$ cat src/rtl/css_pkg.sv
// Package with types and constants for the card socket status and enable block.
package css_pkg;

  // Battery condition decoded from the two battery-detect lines.
  typedef enum logic [1:0] {
    CSS_BATT_GOOD,
    CSS_BATT_WEAK,
    CSS_BATT_DEAD
  } css_batt_t;

  // Insertion state decoded from the two card-detect lines.
  typedef enum logic [1:0] {
    CSS_CARD_ABSENT,
    CSS_CARD_PARTIAL,
    CSS_CARD_PRESENT
  } css_ins_t;

  // Raw card-side status lines of one socket, all taken synchronous.
  typedef struct packed {
    logic battery_detect_first;
    logic battery_detect_second;
    logic card_detect_first_n;
    logic card_detect_second_n;
  } css_card_in_t;

  // Software-visible status of one socket.
  typedef struct packed {
    logic battery_detect_first;
    logic battery_detect_second;
    logic card_detect_first_n;
    logic card_detect_second_n;
    css_batt_t batt;
    css_ins_t ins;
  } css_status_t;

  // Socket configuration from software.
  typedef struct packed {
    logic io_mode;
    logic dma_mode;
    logic en_batt_dead;
    logic en_batt_warn;
    logic en_detect;
  } css_cfg_t;

  // Reset values and the socket count.
  localparam logic CSS_LINE_IDLE = 1'b1;
  localparam logic CSS_ENABLE_OFF_N = 1'b1;
  localparam logic CSS_FLAG_CLR = 1'b0;
  localparam int CSS_SOCKETS = 2;

endpackage : css_pkg

$ cat src/rtl/css_socket.sv
// One socket's line decoding: battery state, insertion state and I/O-mode reuse.
`timescale 1ns/1ps
module css_socket
  import css_pkg::*;
(
  input wire logic i_clk, // System clock.
  input wire logic i_rst, // Asynchronous reset, active high.
  input wire css_pkg::css_card_in_t i_card, // Card status lines.
  input wire css_pkg::css_cfg_t i_cfg, // Socket configuration.
  output css_pkg::css_status_t o_status, // Registered status view.
  output logic o_change_pulse, // One-cycle enabled status change event.
  output logic o_status_change_alert, // Card status-change alert in I/O mode.
  output logic o_card_speaker_in, // Speaker audio from the card.
  output logic o_dma_request // DMA request from the card.
);
  import css_pkg::*;

  css_status_t status_reg;
  css_status_t status_next;

  // Decode the sampled lines; first-line low means dead whatever the second says.
  always_comb begin
    status_next = status_reg;
    status_next.battery_detect_first = i_card.battery_detect_first;
    status_next.battery_detect_second = i_card.battery_detect_second;
    status_next.card_detect_first_n = i_card.card_detect_first_n;
    status_next.card_detect_second_n = i_card.card_detect_second_n;
    if (!i_card.battery_detect_first) begin
      status_next.batt = CSS_BATT_DEAD;
    end else if (!i_card.battery_detect_second) begin
      status_next.batt = CSS_BATT_WEAK;
    end else begin
      status_next.batt = CSS_BATT_GOOD;
    end
    // Both grounds must be made; one alone means a card still sliding in.
    case ({i_card.card_detect_first_n, i_card.card_detect_second_n})
      2'b00: status_next.ins = CSS_CARD_PRESENT;
      2'b11: status_next.ins = CSS_CARD_ABSENT;
      default: status_next.ins = CSS_CARD_PARTIAL;
    endcase
  end

  // Status register; reset shows an empty socket with idle lines.
  always_ff @(posedge i_clk or posedge i_rst) begin
    if (i_rst) begin
      status_reg <= '{CSS_LINE_IDLE, CSS_LINE_IDLE, CSS_LINE_IDLE, CSS_LINE_IDLE,
                      CSS_BATT_GOOD, CSS_CARD_ABSENT};
    end else begin
      status_reg <= status_next;
    end
  end

  assign o_status = status_reg;

  // Memory mode change events are gated by their enables.
  always_ff @(posedge i_clk or posedge i_rst) begin
    if (i_rst) begin
      o_change_pulse <= CSS_FLAG_CLR;
    end else begin
      o_change_pulse <= !i_cfg.io_mode &&
        ((i_cfg.en_batt_dead && status_next.batt != status_reg.batt &&
          (status_next.batt == CSS_BATT_DEAD || status_reg.batt == CSS_BATT_DEAD)) ||
         (i_cfg.en_batt_warn && status_next.batt != status_reg.batt) ||
         (i_cfg.en_detect && status_next.ins != status_reg.ins));
    end
  end

  // I/O mode reuses the battery lines; the alert line is active low on the card.
  always_ff @(posedge i_clk or posedge i_rst) begin
    if (i_rst) begin
      o_status_change_alert <= CSS_FLAG_CLR;
      o_card_speaker_in <= CSS_FLAG_CLR;
      o_dma_request <= CSS_FLAG_CLR;
    end else begin
      o_status_change_alert <= i_cfg.io_mode && !i_card.battery_detect_first;
      o_card_speaker_in <= i_cfg.io_mode && !i_cfg.dma_mode &&
                           i_card.battery_detect_second;
      o_dma_request <= i_cfg.io_mode && i_cfg.dma_mode &&
                       !i_card.battery_detect_second;
    end
  end

  a_dead_decode: assert property (@(posedge i_clk) disable iff (i_rst)
    !i_card.battery_detect_first |=> status_reg.batt == CSS_BATT_DEAD)
    else $error("dead battery not decoded");
  a_weak_decode: assert property (@(posedge i_clk) disable iff (i_rst)
    i_card.battery_detect_first && !i_card.battery_detect_second
    |=> status_reg.batt == CSS_BATT_WEAK)
    else $error("weak battery not decoded");
  a_good_decode: assert property (@(posedge i_clk) disable iff (i_rst)
    i_card.battery_detect_first && i_card.battery_detect_second
    |=> status_reg.batt == CSS_BATT_GOOD)
    else $error("good battery not decoded");
  a_present_decode: assert property (@(posedge i_clk) disable iff (i_rst)
    (status_reg.ins == CSS_CARD_PRESENT) ==
    (!status_reg.card_detect_first_n && !status_reg.card_detect_second_n))
    else $error("presence does not match detect lines");
  a_partial_decode: assert property (@(posedge i_clk) disable iff (i_rst)
    (i_card.card_detect_first_n != i_card.card_detect_second_n)
    |=> status_reg.ins == CSS_CARD_PARTIAL)
    else $error("partial insertion not flagged");
  a_speaker_gate: assert property (@(posedge i_clk) disable iff (i_rst)
    !i_cfg.io_mode |=> !o_card_speaker_in)
    else $error("speaker active outside io mode");
  a_dma_follow: assert property (@(posedge i_clk) disable iff (i_rst)
    i_cfg.io_mode && i_cfg.dma_mode && !i_card.battery_detect_second |=> o_dma_request)
    else $error("dma request not forwarded");
  a_alert_follow: assert property (@(posedge i_clk) disable iff (i_rst)
    i_cfg.io_mode && !i_card.battery_detect_first |=> o_status_change_alert)
    else $error("status change alert not forwarded");
  a_change_gate: assert property (@(posedge i_clk) disable iff (i_rst)
    !i_cfg.en_batt_dead && !i_cfg.en_batt_warn && !i_cfg.en_detect |=> !o_change_pulse)
    else $error("change event without enable");

endmodule : css_socket

$ cat src/rtl/css_top.sv
// Two-socket status and byte-enable block with speaker merge.
// Operation
// - Both battery lines high means good
// - Second low, first high means weak battery
// - First battery line low means dead battery
// - Lines readable; change events need enable bits
// - I/O mode alert forwarded to system
// - Second line is speaker only in I/O
// - Both sockets' audio merge into one output
// - Speaker output is XOR of inputs
// - Second line is DMA request when enabled
// - Both card-detect lines low means inserted
// - Card-detect levels visible as status
// - First enable selects even bytes
// - Second enable selects odd bytes
`timescale 1ns/1ps
module css_top
  import css_pkg::*;
(
  input wire logic i_clk, // System clock, 250 MHz.
  input wire logic i_rst, // Asynchronous reset, active high.
  input wire css_pkg::css_card_in_t i_card_a, // Socket A status lines.
  input wire css_pkg::css_card_in_t i_card_b, // Socket B status lines.
  input wire css_pkg::css_cfg_t i_cfg_a, // Socket A configuration.
  input wire css_pkg::css_cfg_t i_cfg_b, // Socket B configuration.
  input wire logic i_access_a, // Socket A access in progress.
  input wire logic i_access_b, // Socket B access in progress.
  input wire logic [1:0] i_byte_sel_a, // Socket A lanes: bit0 even, bit1 odd.
  input wire logic [1:0] i_byte_sel_b, // Socket B lanes: bit0 even, bit1 odd.
  output css_pkg::css_status_t o_status_a, // Socket A status view.
  output css_pkg::css_status_t o_status_b, // Socket B status view.
  output logic o_change_a, // Socket A enabled change pulse.
  output logic o_change_b, // Socket B enabled change pulse.
  output logic o_card_status_change_alert, // Alert from either socket.
  output logic o_dma_request_a, // Socket A DMA request.
  output logic o_dma_request_b, // Socket B DMA request.
  output logic o_host_speaker_out, // Merged speaker output.
  output logic o_even_byte_enable_a_n, // Socket A even byte enable, active low.
  output logic o_odd_byte_enable_a_n, // Socket A odd byte enable, active low.
  output logic o_even_byte_enable_b_n, // Socket B even byte enable, active low.
  output logic o_odd_byte_enable_b_n // Socket B odd byte enable, active low.
);
  import css_pkg::*;

  // Per-socket views; index 0 is socket A and index 1 is socket B.
  wire css_card_in_t [CSS_SOCKETS-1:0] card_arr;
  wire css_cfg_t [CSS_SOCKETS-1:0] cfg_arr;
  wire logic [CSS_SOCKETS-1:0] access_vec;
  wire logic [CSS_SOCKETS-1:0][1:0] byte_sel_arr;
  wire css_status_t [CSS_SOCKETS-1:0] status_arr;
  wire logic [CSS_SOCKETS-1:0] change_vec;
  wire logic [CSS_SOCKETS-1:0] alert_vec;
  wire logic [CSS_SOCKETS-1:0] spk_vec;
  wire logic [CSS_SOCKETS-1:0] dma_vec;
  wire logic [CSS_SOCKETS-1:0] even_n_vec;
  wire logic [CSS_SOCKETS-1:0] odd_n_vec;

  // Gather the lettered ports so that one loop serves both sockets.
  assign card_arr = {i_card_b, i_card_a};
  assign cfg_arr = {i_cfg_b, i_cfg_a};
  assign access_vec = {i_access_b, i_access_a};
  assign byte_sel_arr = {i_byte_sel_b, i_byte_sel_a};

  // Spread the per-socket results back onto the lettered ports.
  assign o_status_a = status_arr[0];
  assign o_status_b = status_arr[1];
  assign o_change_a = change_vec[0];
  assign o_change_b = change_vec[1];
  assign o_dma_request_a = dma_vec[0];
  assign o_dma_request_b = dma_vec[1];
  assign o_even_byte_enable_a_n = even_n_vec[0];
  assign o_odd_byte_enable_a_n = odd_n_vec[0];
  assign o_even_byte_enable_b_n = even_n_vec[1];
  assign o_odd_byte_enable_b_n = odd_n_vec[1];

  // One line decoder and one pair of byte enables per socket.
  for (genvar g = 0; g < CSS_SOCKETS; g++) begin : gen_sock
    logic even_n_reg;
    logic odd_n_reg;

    // Line decoding for this socket.
    css_socket u_css_socket (
      .i_clk(i_clk),
      .i_rst(i_rst),
      .i_card(card_arr[g]),
      .i_cfg(cfg_arr[g]),
      .o_status(status_arr[g]),
      .o_change_pulse(change_vec[g]),
      .o_status_change_alert(alert_vec[g]),
      .o_card_speaker_in(spk_vec[g]),
      .o_dma_request(dma_vec[g])
    );

    // Lanes open only while an access runs on a fully seated card, so a card
    // still sliding in never sees a strobe; the enables idle high.
    always_ff @(posedge i_clk or posedge i_rst) begin
      if (i_rst) begin
        even_n_reg <= CSS_ENABLE_OFF_N;
        odd_n_reg <= CSS_ENABLE_OFF_N;
      end else begin
        even_n_reg <= !(access_vec[g] && byte_sel_arr[g][0] &&
          status_arr[g].ins == CSS_CARD_PRESENT);
        odd_n_reg <= !(access_vec[g] && byte_sel_arr[g][1] &&
          status_arr[g].ins == CSS_CARD_PRESENT);
      end
    end

    // Each block drives only its own bit of the shared vectors.
    assign even_n_vec[g] = even_n_reg;
    assign odd_n_vec[g] = odd_n_reg;

    a_even_enable: assert property (@(posedge i_clk) disable iff (i_rst)
      access_vec[g] && byte_sel_arr[g][0] && status_arr[g].ins == CSS_CARD_PRESENT
      |=> !even_n_reg)
      else $error("even byte enable missing");
    a_odd_enable: assert property (@(posedge i_clk) disable iff (i_rst)
      access_vec[g] && byte_sel_arr[g][1] && status_arr[g].ins == CSS_CARD_PRESENT
      |=> !odd_n_reg)
      else $error("odd byte enable missing");
    a_lane_idle: assert property (@(posedge i_clk) disable iff (i_rst)
      !access_vec[g] |=> even_n_reg && odd_n_reg)
      else $error("byte enable without access");
    a_lane_absent: assert property (@(posedge i_clk) disable iff (i_rst)
      status_arr[g].ins != CSS_CARD_PRESENT |=> even_n_reg && odd_n_reg)
      else $error("byte enable on a card not fully seated");
  end

  // Merged outputs are registered; XOR lets two binary tones mix without a mixer.
  always_ff @(posedge i_clk or posedge i_rst) begin
    if (i_rst) begin
      o_host_speaker_out <= CSS_FLAG_CLR;
      o_card_status_change_alert <= CSS_FLAG_CLR;
    end else begin
      o_host_speaker_out <= ^spk_vec;
      o_card_status_change_alert <= |alert_vec;
    end
  end

  a_speaker_xor: assert property (@(posedge i_clk) disable iff (i_rst)
    ##1 o_host_speaker_out == ^$past(spk_vec))
    else $error("speaker output is not the xor of sockets");
  a_alert_merge: assert property (@(posedge i_clk) disable iff (i_rst)
    ##1 o_card_status_change_alert == |$past(alert_vec))
    else $error("status change alert not merged");

endmodule : css_top

$ cat config.mk
export PLATFORM = sky130hd
export DESIGN_NAME = css_top
export DESIGN_NICKNAME = d
export VERILOG_FILES = /design/src/rtl/css_pkg.sv /design/src/rtl/css_socket.sv /design/src/rtl/css_top.sv
export SDC_FILE = /design/constraint.sdc
export NUM_CORES = 1
export LEC_CHECK = 0
export ABC_AREA = 0
export BUFFER_PORTS_ARGS = -buffer_cell sky130_fd_sc_hd__buf_2
export CAP_MARGIN = 5
export CORE_MARGIN = 2
export CORE_UTILIZATION = 25
export CTS_CLUSTER_SIZE = 20
export DETAILED_ROUTE_END_ITERATION = 8
export PLACE_DENSITY = 0.54
export SLEW_MARGIN = 30
export SYNTH_ARGS = -nofsm -noshare
export SYNTH_HDL_FRONTEND = slang
export SYNTH_SLANG_ARGS = --single-unit
$ cat constraint.sdc
create_clock -name i_clk -period 1.2 [get_ports i_clk]
set_input_delay 0.06 -clock i_clk [delete_from_list [all_inputs] [get_ports i_clk]]
set_output_delay 0.06 -clock i_clk [all_outputs]
set_load 0.05 [all_outputs]
==> results of run 1 <==
[cell type report]
type                    instances  area [um2]  share of cell area
inverters                       7       26.28             0.01580
multi-input cells              43       279.0              0.1678
flip-flops and latches         30       770.7              0.4635
well taps                      50       62.56             0.03762
clock inverters                 1       5.005            0.003010
clock buffers                   7       86.33             0.05192
repair buffers                 69       432.9              0.2603
[stage by stage]
step / total power [W] / setup TNS [ps] / instances / setup slack (ps)
floorplan: 0.001386 / -45.63 / 80 / -45.63
global route: 0.002465 / 0 / 207 / 19.06
finish: 0.002353 / 0 / 207 / 54.12
detailed placement: 0.001518 / 0 / 182 / 85.92
global placement: 0.001510 / 0 / 182 / 123.3
CTS: 0.002378 / 0 / 206 / 32.32
[power groups by stage]
stage          registers, W  clock network [W]   logic, W
2_1_floorplan       0.00131                  0  0.0000811
3_3_place_gp        0.00112                  0   0.000389
3_5_place_dp        0.00112                  0   0.000394
4_1_cts             0.00111           0.000836   0.000435
5_1_grt             0.00111           0.000883   0.000468
6_report            0.00111           0.000813   0.000434
[synthesized netlist by cell type]
master    number  area [um2]
dfstp_2       12       315.3
a311o_1        2       20.02
nor3b_1        2       15.01
ha_1           2       25.02
inv_1          7       26.28
nand2_1        7       26.28
dfrtp_1       18       450.4
o31ai_1        2       15.01
and3b_1        3       26.28
nor2_1         7       26.28
o21ai_1        1       5.000
nor2b_1        4       25.02
o21ai_0        3       15.01
or2_2          1       6.260
or2b_1         2       15.01
a211oi_1       2       15.01
xor2_1         5       43.79
[sequential cells by signal, indices dropped and copies added (netlist names), 2 cells and up]
signal and flops:
gen_sock.u_css_socket.o_status 16, gen_sock.u_css_socket.o_card_speaker_in 2, gen_sock.u_css_socket.o_change_pulse 2, gen_sock.u_css_socket.o_dma_request 2
gen_sock.u_css_socket.o_status_change_alert 2
[final timing paths]
kind,from,endpoint,slack (ps)
hold reg to reg,gen_sock[0].u_css_socket.o_status_change_alert,o_card_status_change_alert,430
setup / recovery,i_card_b[2],gen_sock[1].u_css_socket.o_change_pulse,50
setup reg to reg,gen_sock[1].u_css_socket.o_status[2],gen_sock[1].u_css_socket.o_change_pulse,100
min in group asynchronous,i_rst,gen_sock[0].u_css_socket.o_status[1],390
hold / removal,i_cfg_a[3],gen_sock[0].u_css_socket.o_dma_request,10
max in group asynchronous,i_rst,gen_sock[1].u_css_socket.o_status[6],500
[cells by family (layout without fill, tap and decap cells)]
| kind of cell | after synthesis | in the layout | synth area share |
|---|---|---|---|
| flops | 30 | 30 | 0.7149 |
| fa+ha+maj | 2 | 2 | 0.02336 |
| buf+inv | 7 | 84 | 0.02454 |
| xor+xnor | 5 | 5 | 0.04089 |
| simple gates | 26 | 26 | 0.1308 |
| compound gates | 10 | 10 | 0.06540 |
[layer usage]
metal | GRT usage | vias up | part of all wire
li1 | - | 415 | -
met1 | 0.1283 | 422 | 0.41
met2 | 0.1966 | 34 | 0.50
met3 | 0.04942 | 4 | 0.080
met4 | 0.05882 | 0 | 0.012
met5 | 0 | - | 0
[critical path, stage by stage]
cell	delay, ps
dlygate4sd3_1	530
buf_4	130
o21ai_1	70
a311o_1	350
o31ai_1	180
[timing repair]
action	CTS	global route
gates resized for setup	0	1
hold buffers	16	0
endpoints found under the hold margin	31	0
endpoints found under the setup margin	0	2
buffers inserted	0	1
==> results.toml, run 1 <==
[detailed_routing]
wire_per_inst_um = 12.30
ant_nets = 0
viasPerCell = 4.227
drtIter0Drc = 34
drcViolationCount = 0
wl_mm = 2.546
dr.pass1.iters = 4
vias = 875

[timing]
holdWs_ps = 12.95
hold_viol = 0
worst_pin_slew_ps = 366.2
relSlewSlack = 0.7559
finalCriticalPeriod_ps = 1146
slew_viol_final = 0
fin_crit_sh = 0.9549
skew_ps = 6.088
rsz0062_at_grt = "no"
finalSetupViolCount = 0
max_freq_mhz = 872.7

[cells_and_area]
fill_cells = 389
diodes = 0
syn_to_final_growth_pct = 55.26
layout_commonest_cell = "buf_2"
drive_above_1_share = 0.4904
fin_area_um2 = 1663
final_util = 0.4098
final_cell_mix = "buf_2, dlygate4sd3_1, dfrtp_1"
layout.nets = 184

[clocking]
cts_buffers = 5
clock_latency_ps = 270
cts_tree = "built"
htree_levels = 2
clockRootBuffer = "clkbuf_8"
cts.clk_slew.worst_paths_ps = 60
cts_buffer_depth = 2
cts_sinks = 30

[flow_run]
drv_cap = 0

[synthesis]
yosysWarnings = 0
synth.distinct_cells = 17
ys_seq_area_frac = 0.7150
syn-mean-instance-area_um2 = 13.39
synth.net_count = 108
syn_area_um2 = 1071
ys_ff_latch = 30
synthCells = 80

[grt]
overflow = 0
antenna_found_initial = 0
grt_pass1_vias = 984
grt_max_degree = 31
grtUsageTotal = 0.1179
grt_pass1_wl_mm = 4.381

[floorplan]
core-area_um2 = 4058
die_w_um = 69.46
rows = 23
start_util = 0.2640
die_area_um2 = 4824
num_io_pins = 52
die_h_um = 69.46

[setup_path]
reg2regPathDepth = 3
start_kind = "input pin"
cp_max_fo = 6
crit_arrival_ps = 1320
cp-end-kind = "register"
required_ps = 1380
crit_type = "in2reg"

[placement]
io_buffers = 51
gp_congestion = 0.7669
place_area_um2 = 1401

[pwr]
comb_power_share = 0.184
pwr-share-seq = 0.470
power.internal_w = 0.001687
p_per_area_nw_per_um2 = 1415
p_leak_nw = 0.8412
ir_drop_uv = 605.0
switching_power_w = 0.0006657
clockPowerShare = 0.345
p_sw_frac = 0.2829

[run_status]
status = "complete, no violations"

[worst_hold_path]
hold_path.class = "in2reg"
min_path_cells = 3
No activity file was read; power rests on OpenSTA's default activity.
==> run 2, diff against run 1 <==
--- a/config.mk
+++ b/config.mk
@@ -12,6 +12,7 @@
 export CORE_UTILIZATION = 25
 export CTS_CLUSTER_SIZE = 20
 export DETAILED_ROUTE_END_ITERATION = 8
+export HOLD_SLACK_MARGIN = 0.12
 export PLACE_DENSITY = 0.54
 export SLEW_MARGIN = 30
 export SYNTH_ARGS = -nofsm -noshare
==> run 2 against run 1 <==
Effect of this change:
- via count increased by 1.6%
- critical path type unchanged
- register-to-register slack hardly changed
- sequential cell count unchanged
- sequential power is essentially flat
- power increased by 0.17%
- critical endpoint unchanged
- sequential share of layout area down 1.1 points
==> results.toml, run 2 (synthesized netlist as in run 1, its figures left out) <==
[run_status]
status = "complete, no violations"

[setup_path]
path_buf_inv = 2
crit_type = "in2reg"
reg2reg_from = "gen_sock[1].u_css_socket.o_status[2]"
cp-end-kind = "register"
cp_num_cells = 5
crit_path_top_delay_cell = "dlygate4sd3_1"
worstReg2RegEnd = "gen_sock[1].u_css_socket.o_change_pulse"
crit_arrival_ps = 1330
start_kind = "input pin"
cp_top_family = "buffers and inverters"
cp_max_fo = 6
crit_path_max_incr_delay_ps = 530
required_ps = 1380
crit_path_cell_trace = "dlygate4sd3_1 > buf_4 > o21ai_1 > a311o_1 > o31ai_1"
reg2regPathDepth = 3
rrSetupSlack_ps = 100

[floorplan]
die_w_um = 69.46
core-area_um2 = 4058
num_io_pins = 52
start_util = 0.2640
die_area_um2 = 4824
die_h_um = 69.46
rows = 23

[timing]
finalSetupViolCount = 0
fin_crit_sh = 0.9587
hold_viol = 0
max_freq_mhz = 869.2
finalSetupTns_ps = 0
rsz0062_at_grt = "no"
relSlewSlack = 0.7558
skew_ps = 2.587
finalCriticalPeriod_ps = 1150
worst_pin_slew_ps = 366.3
setup_ws_ps = 49.53
slew_viol_final = 0

[pwr]
p_sw_frac = 0.2806
p_per_area_nw_per_um2 = 1384
pwr-share-seq = 0.469
clockPowerShare = 0.342
total_power_w = 0.002357
ir_drop_uv = 568.5
p_leak_nw = 0.8579
power.internal_w = 0.001696
switching_power_w = 0.0006613
comb_power_share = 0.188

[detailed_routing]
ant_nets = 0
wire_per_inst_um = 12.12
viasPerCell = 4.213
drcViolationCount = 0
dr.pass1.iters = 4
wl_mm = 2.557
drtIter0Drc = 31
vias = 889

[cells_and_area]
diodes = 0
largest_register_ffs = 16
seq_area_um2 = 770.7
fill_cells = 380
fin_cells = 211
fin_area_um2 = 1703
syn_to_final_growth_pct = 59.00
multi_input_comb_area_um2 = 279.0
layout_commonest_cell = "buf_2"
drive_above_1_share = 0.4783
final_cell_mix = "buf_2, dlygate4sd3_1, dfrtp_1"
layout.nets = 188

[clocking]
cts_buffers = 5
clock_latency_ps = 270
htree_levels = 2
cts_tree = "built"
cts_buffer_depth = 2
cts_sinks = 30
clockRootBuffer = "clkbuf_8"
cts.clk_slew.worst_paths_ps = 60

[worst_hold_path]
min_path_cells = 3
holdPathEnd = "gen_sock[0].u_css_socket.o_change_pulse"
holdCritStartpoint = "i_cfg_a[4]"
hold_path.class = "in2reg"

[placement]
place_worst_setup_slack_ps = 85.92
place_area_um2 = 1401
dp_cells = 182
io_buffers = 51
gp_congestion = 0.7669

[grt]
grt_pass1_wl_mm = 4.471
grtUsageTotal = 0.1200
grt_max_degree = 31
antenna_found_initial = 0
overflow = 0
grt_pass1_vias = 1000

[flow_run]
drv_cap = 0
[run 2: changes by cell type in the layout (fill, tap and decap cells not counted), sizes merged]
cell and change:
dlygate4sd3 +4
[run 2: what timing repair did]
item / 4_1_cts / 5_1_grt
buffers inserted: 0 / 1
endpoints found under the setup margin: 0 / 3
endpoints found under the hold margin: 40 / 1
resized for setup: 0 / 1
hold buffers: 20 / 1
[run 2: power by group through the flow]
stage                     clock network (W)  logic (W)  registers [W]
after floorplan                           0  0.0000811        0.00131
after global placement                    0   0.000389        0.00112
after detailed placement                  0   0.000394        0.00112
after CTS                          0.000836   0.000445        0.00111
after global routing               0.000881   0.000478        0.00111
final                              0.000807   0.000444        0.00111
[run 2: per-stage QoR]
step                hold WS (ps)  utilization
floorplan                  64.48            -
global route               153.7       0.4197
finish                     134.4       0.4197
CTS                        121.0       0.4172
global placement           150.3       0.3454
detailed placement         153.4       0.3454
[run 2: worst max path at each step]
| stage | from | to | slack (ps) |
|---|---|---|---|
| global placement | gen_sock[1].u_css_socket.o_status[2] | gen_sock[1].u_css_socket.o_change_pulse | 120 |
| global route | i_card_b[2] | gen_sock[1].u_css_socket.o_change_pulse | 8 |
| CTS | i_cfg_a[3] | gen_sock[0].u_css_socket.o_dma_request | 30 |
| detailed placement | gen_sock[0].u_css_socket.o_status[3] | gen_sock[0].u_css_socket.o_change_pulse | 90 |
| finish | i_card_b[2] | gen_sock[1].u_css_socket.o_change_pulse | 50 |
| floorplan | gen_sock[0].u_css_socket.o_status[3] | gen_sock[0].u_css_socket.o_change_pulse | -50 |
[run 2: final cells by class]
cell class	count	area share
Sequential cell	30	0.4526
Timing Repair Buffer	73	0.2777
Multi-Input combinational cell	43	0.1639
Clock buffer	7	0.05070
Tap cell	50	0.03674
Inverter	7	0.01543
Clock inverter	1	0.002939
[run 2: worst reg2reg max path: stages, from the launching register on]
cell      delay [ps]
dfrtp_2          420
or2b_1           230
a211oi_1         240
o31ai_1          100
[run 2: routing by layer]
metal  vias up  GRT usage  wire length, um
met5         -          0                0
met4         0    0.05882               31
met3         4    0.04942              194
met2        34     0.2019             1318
met1       429     0.1301             1013
li1        422          -                -
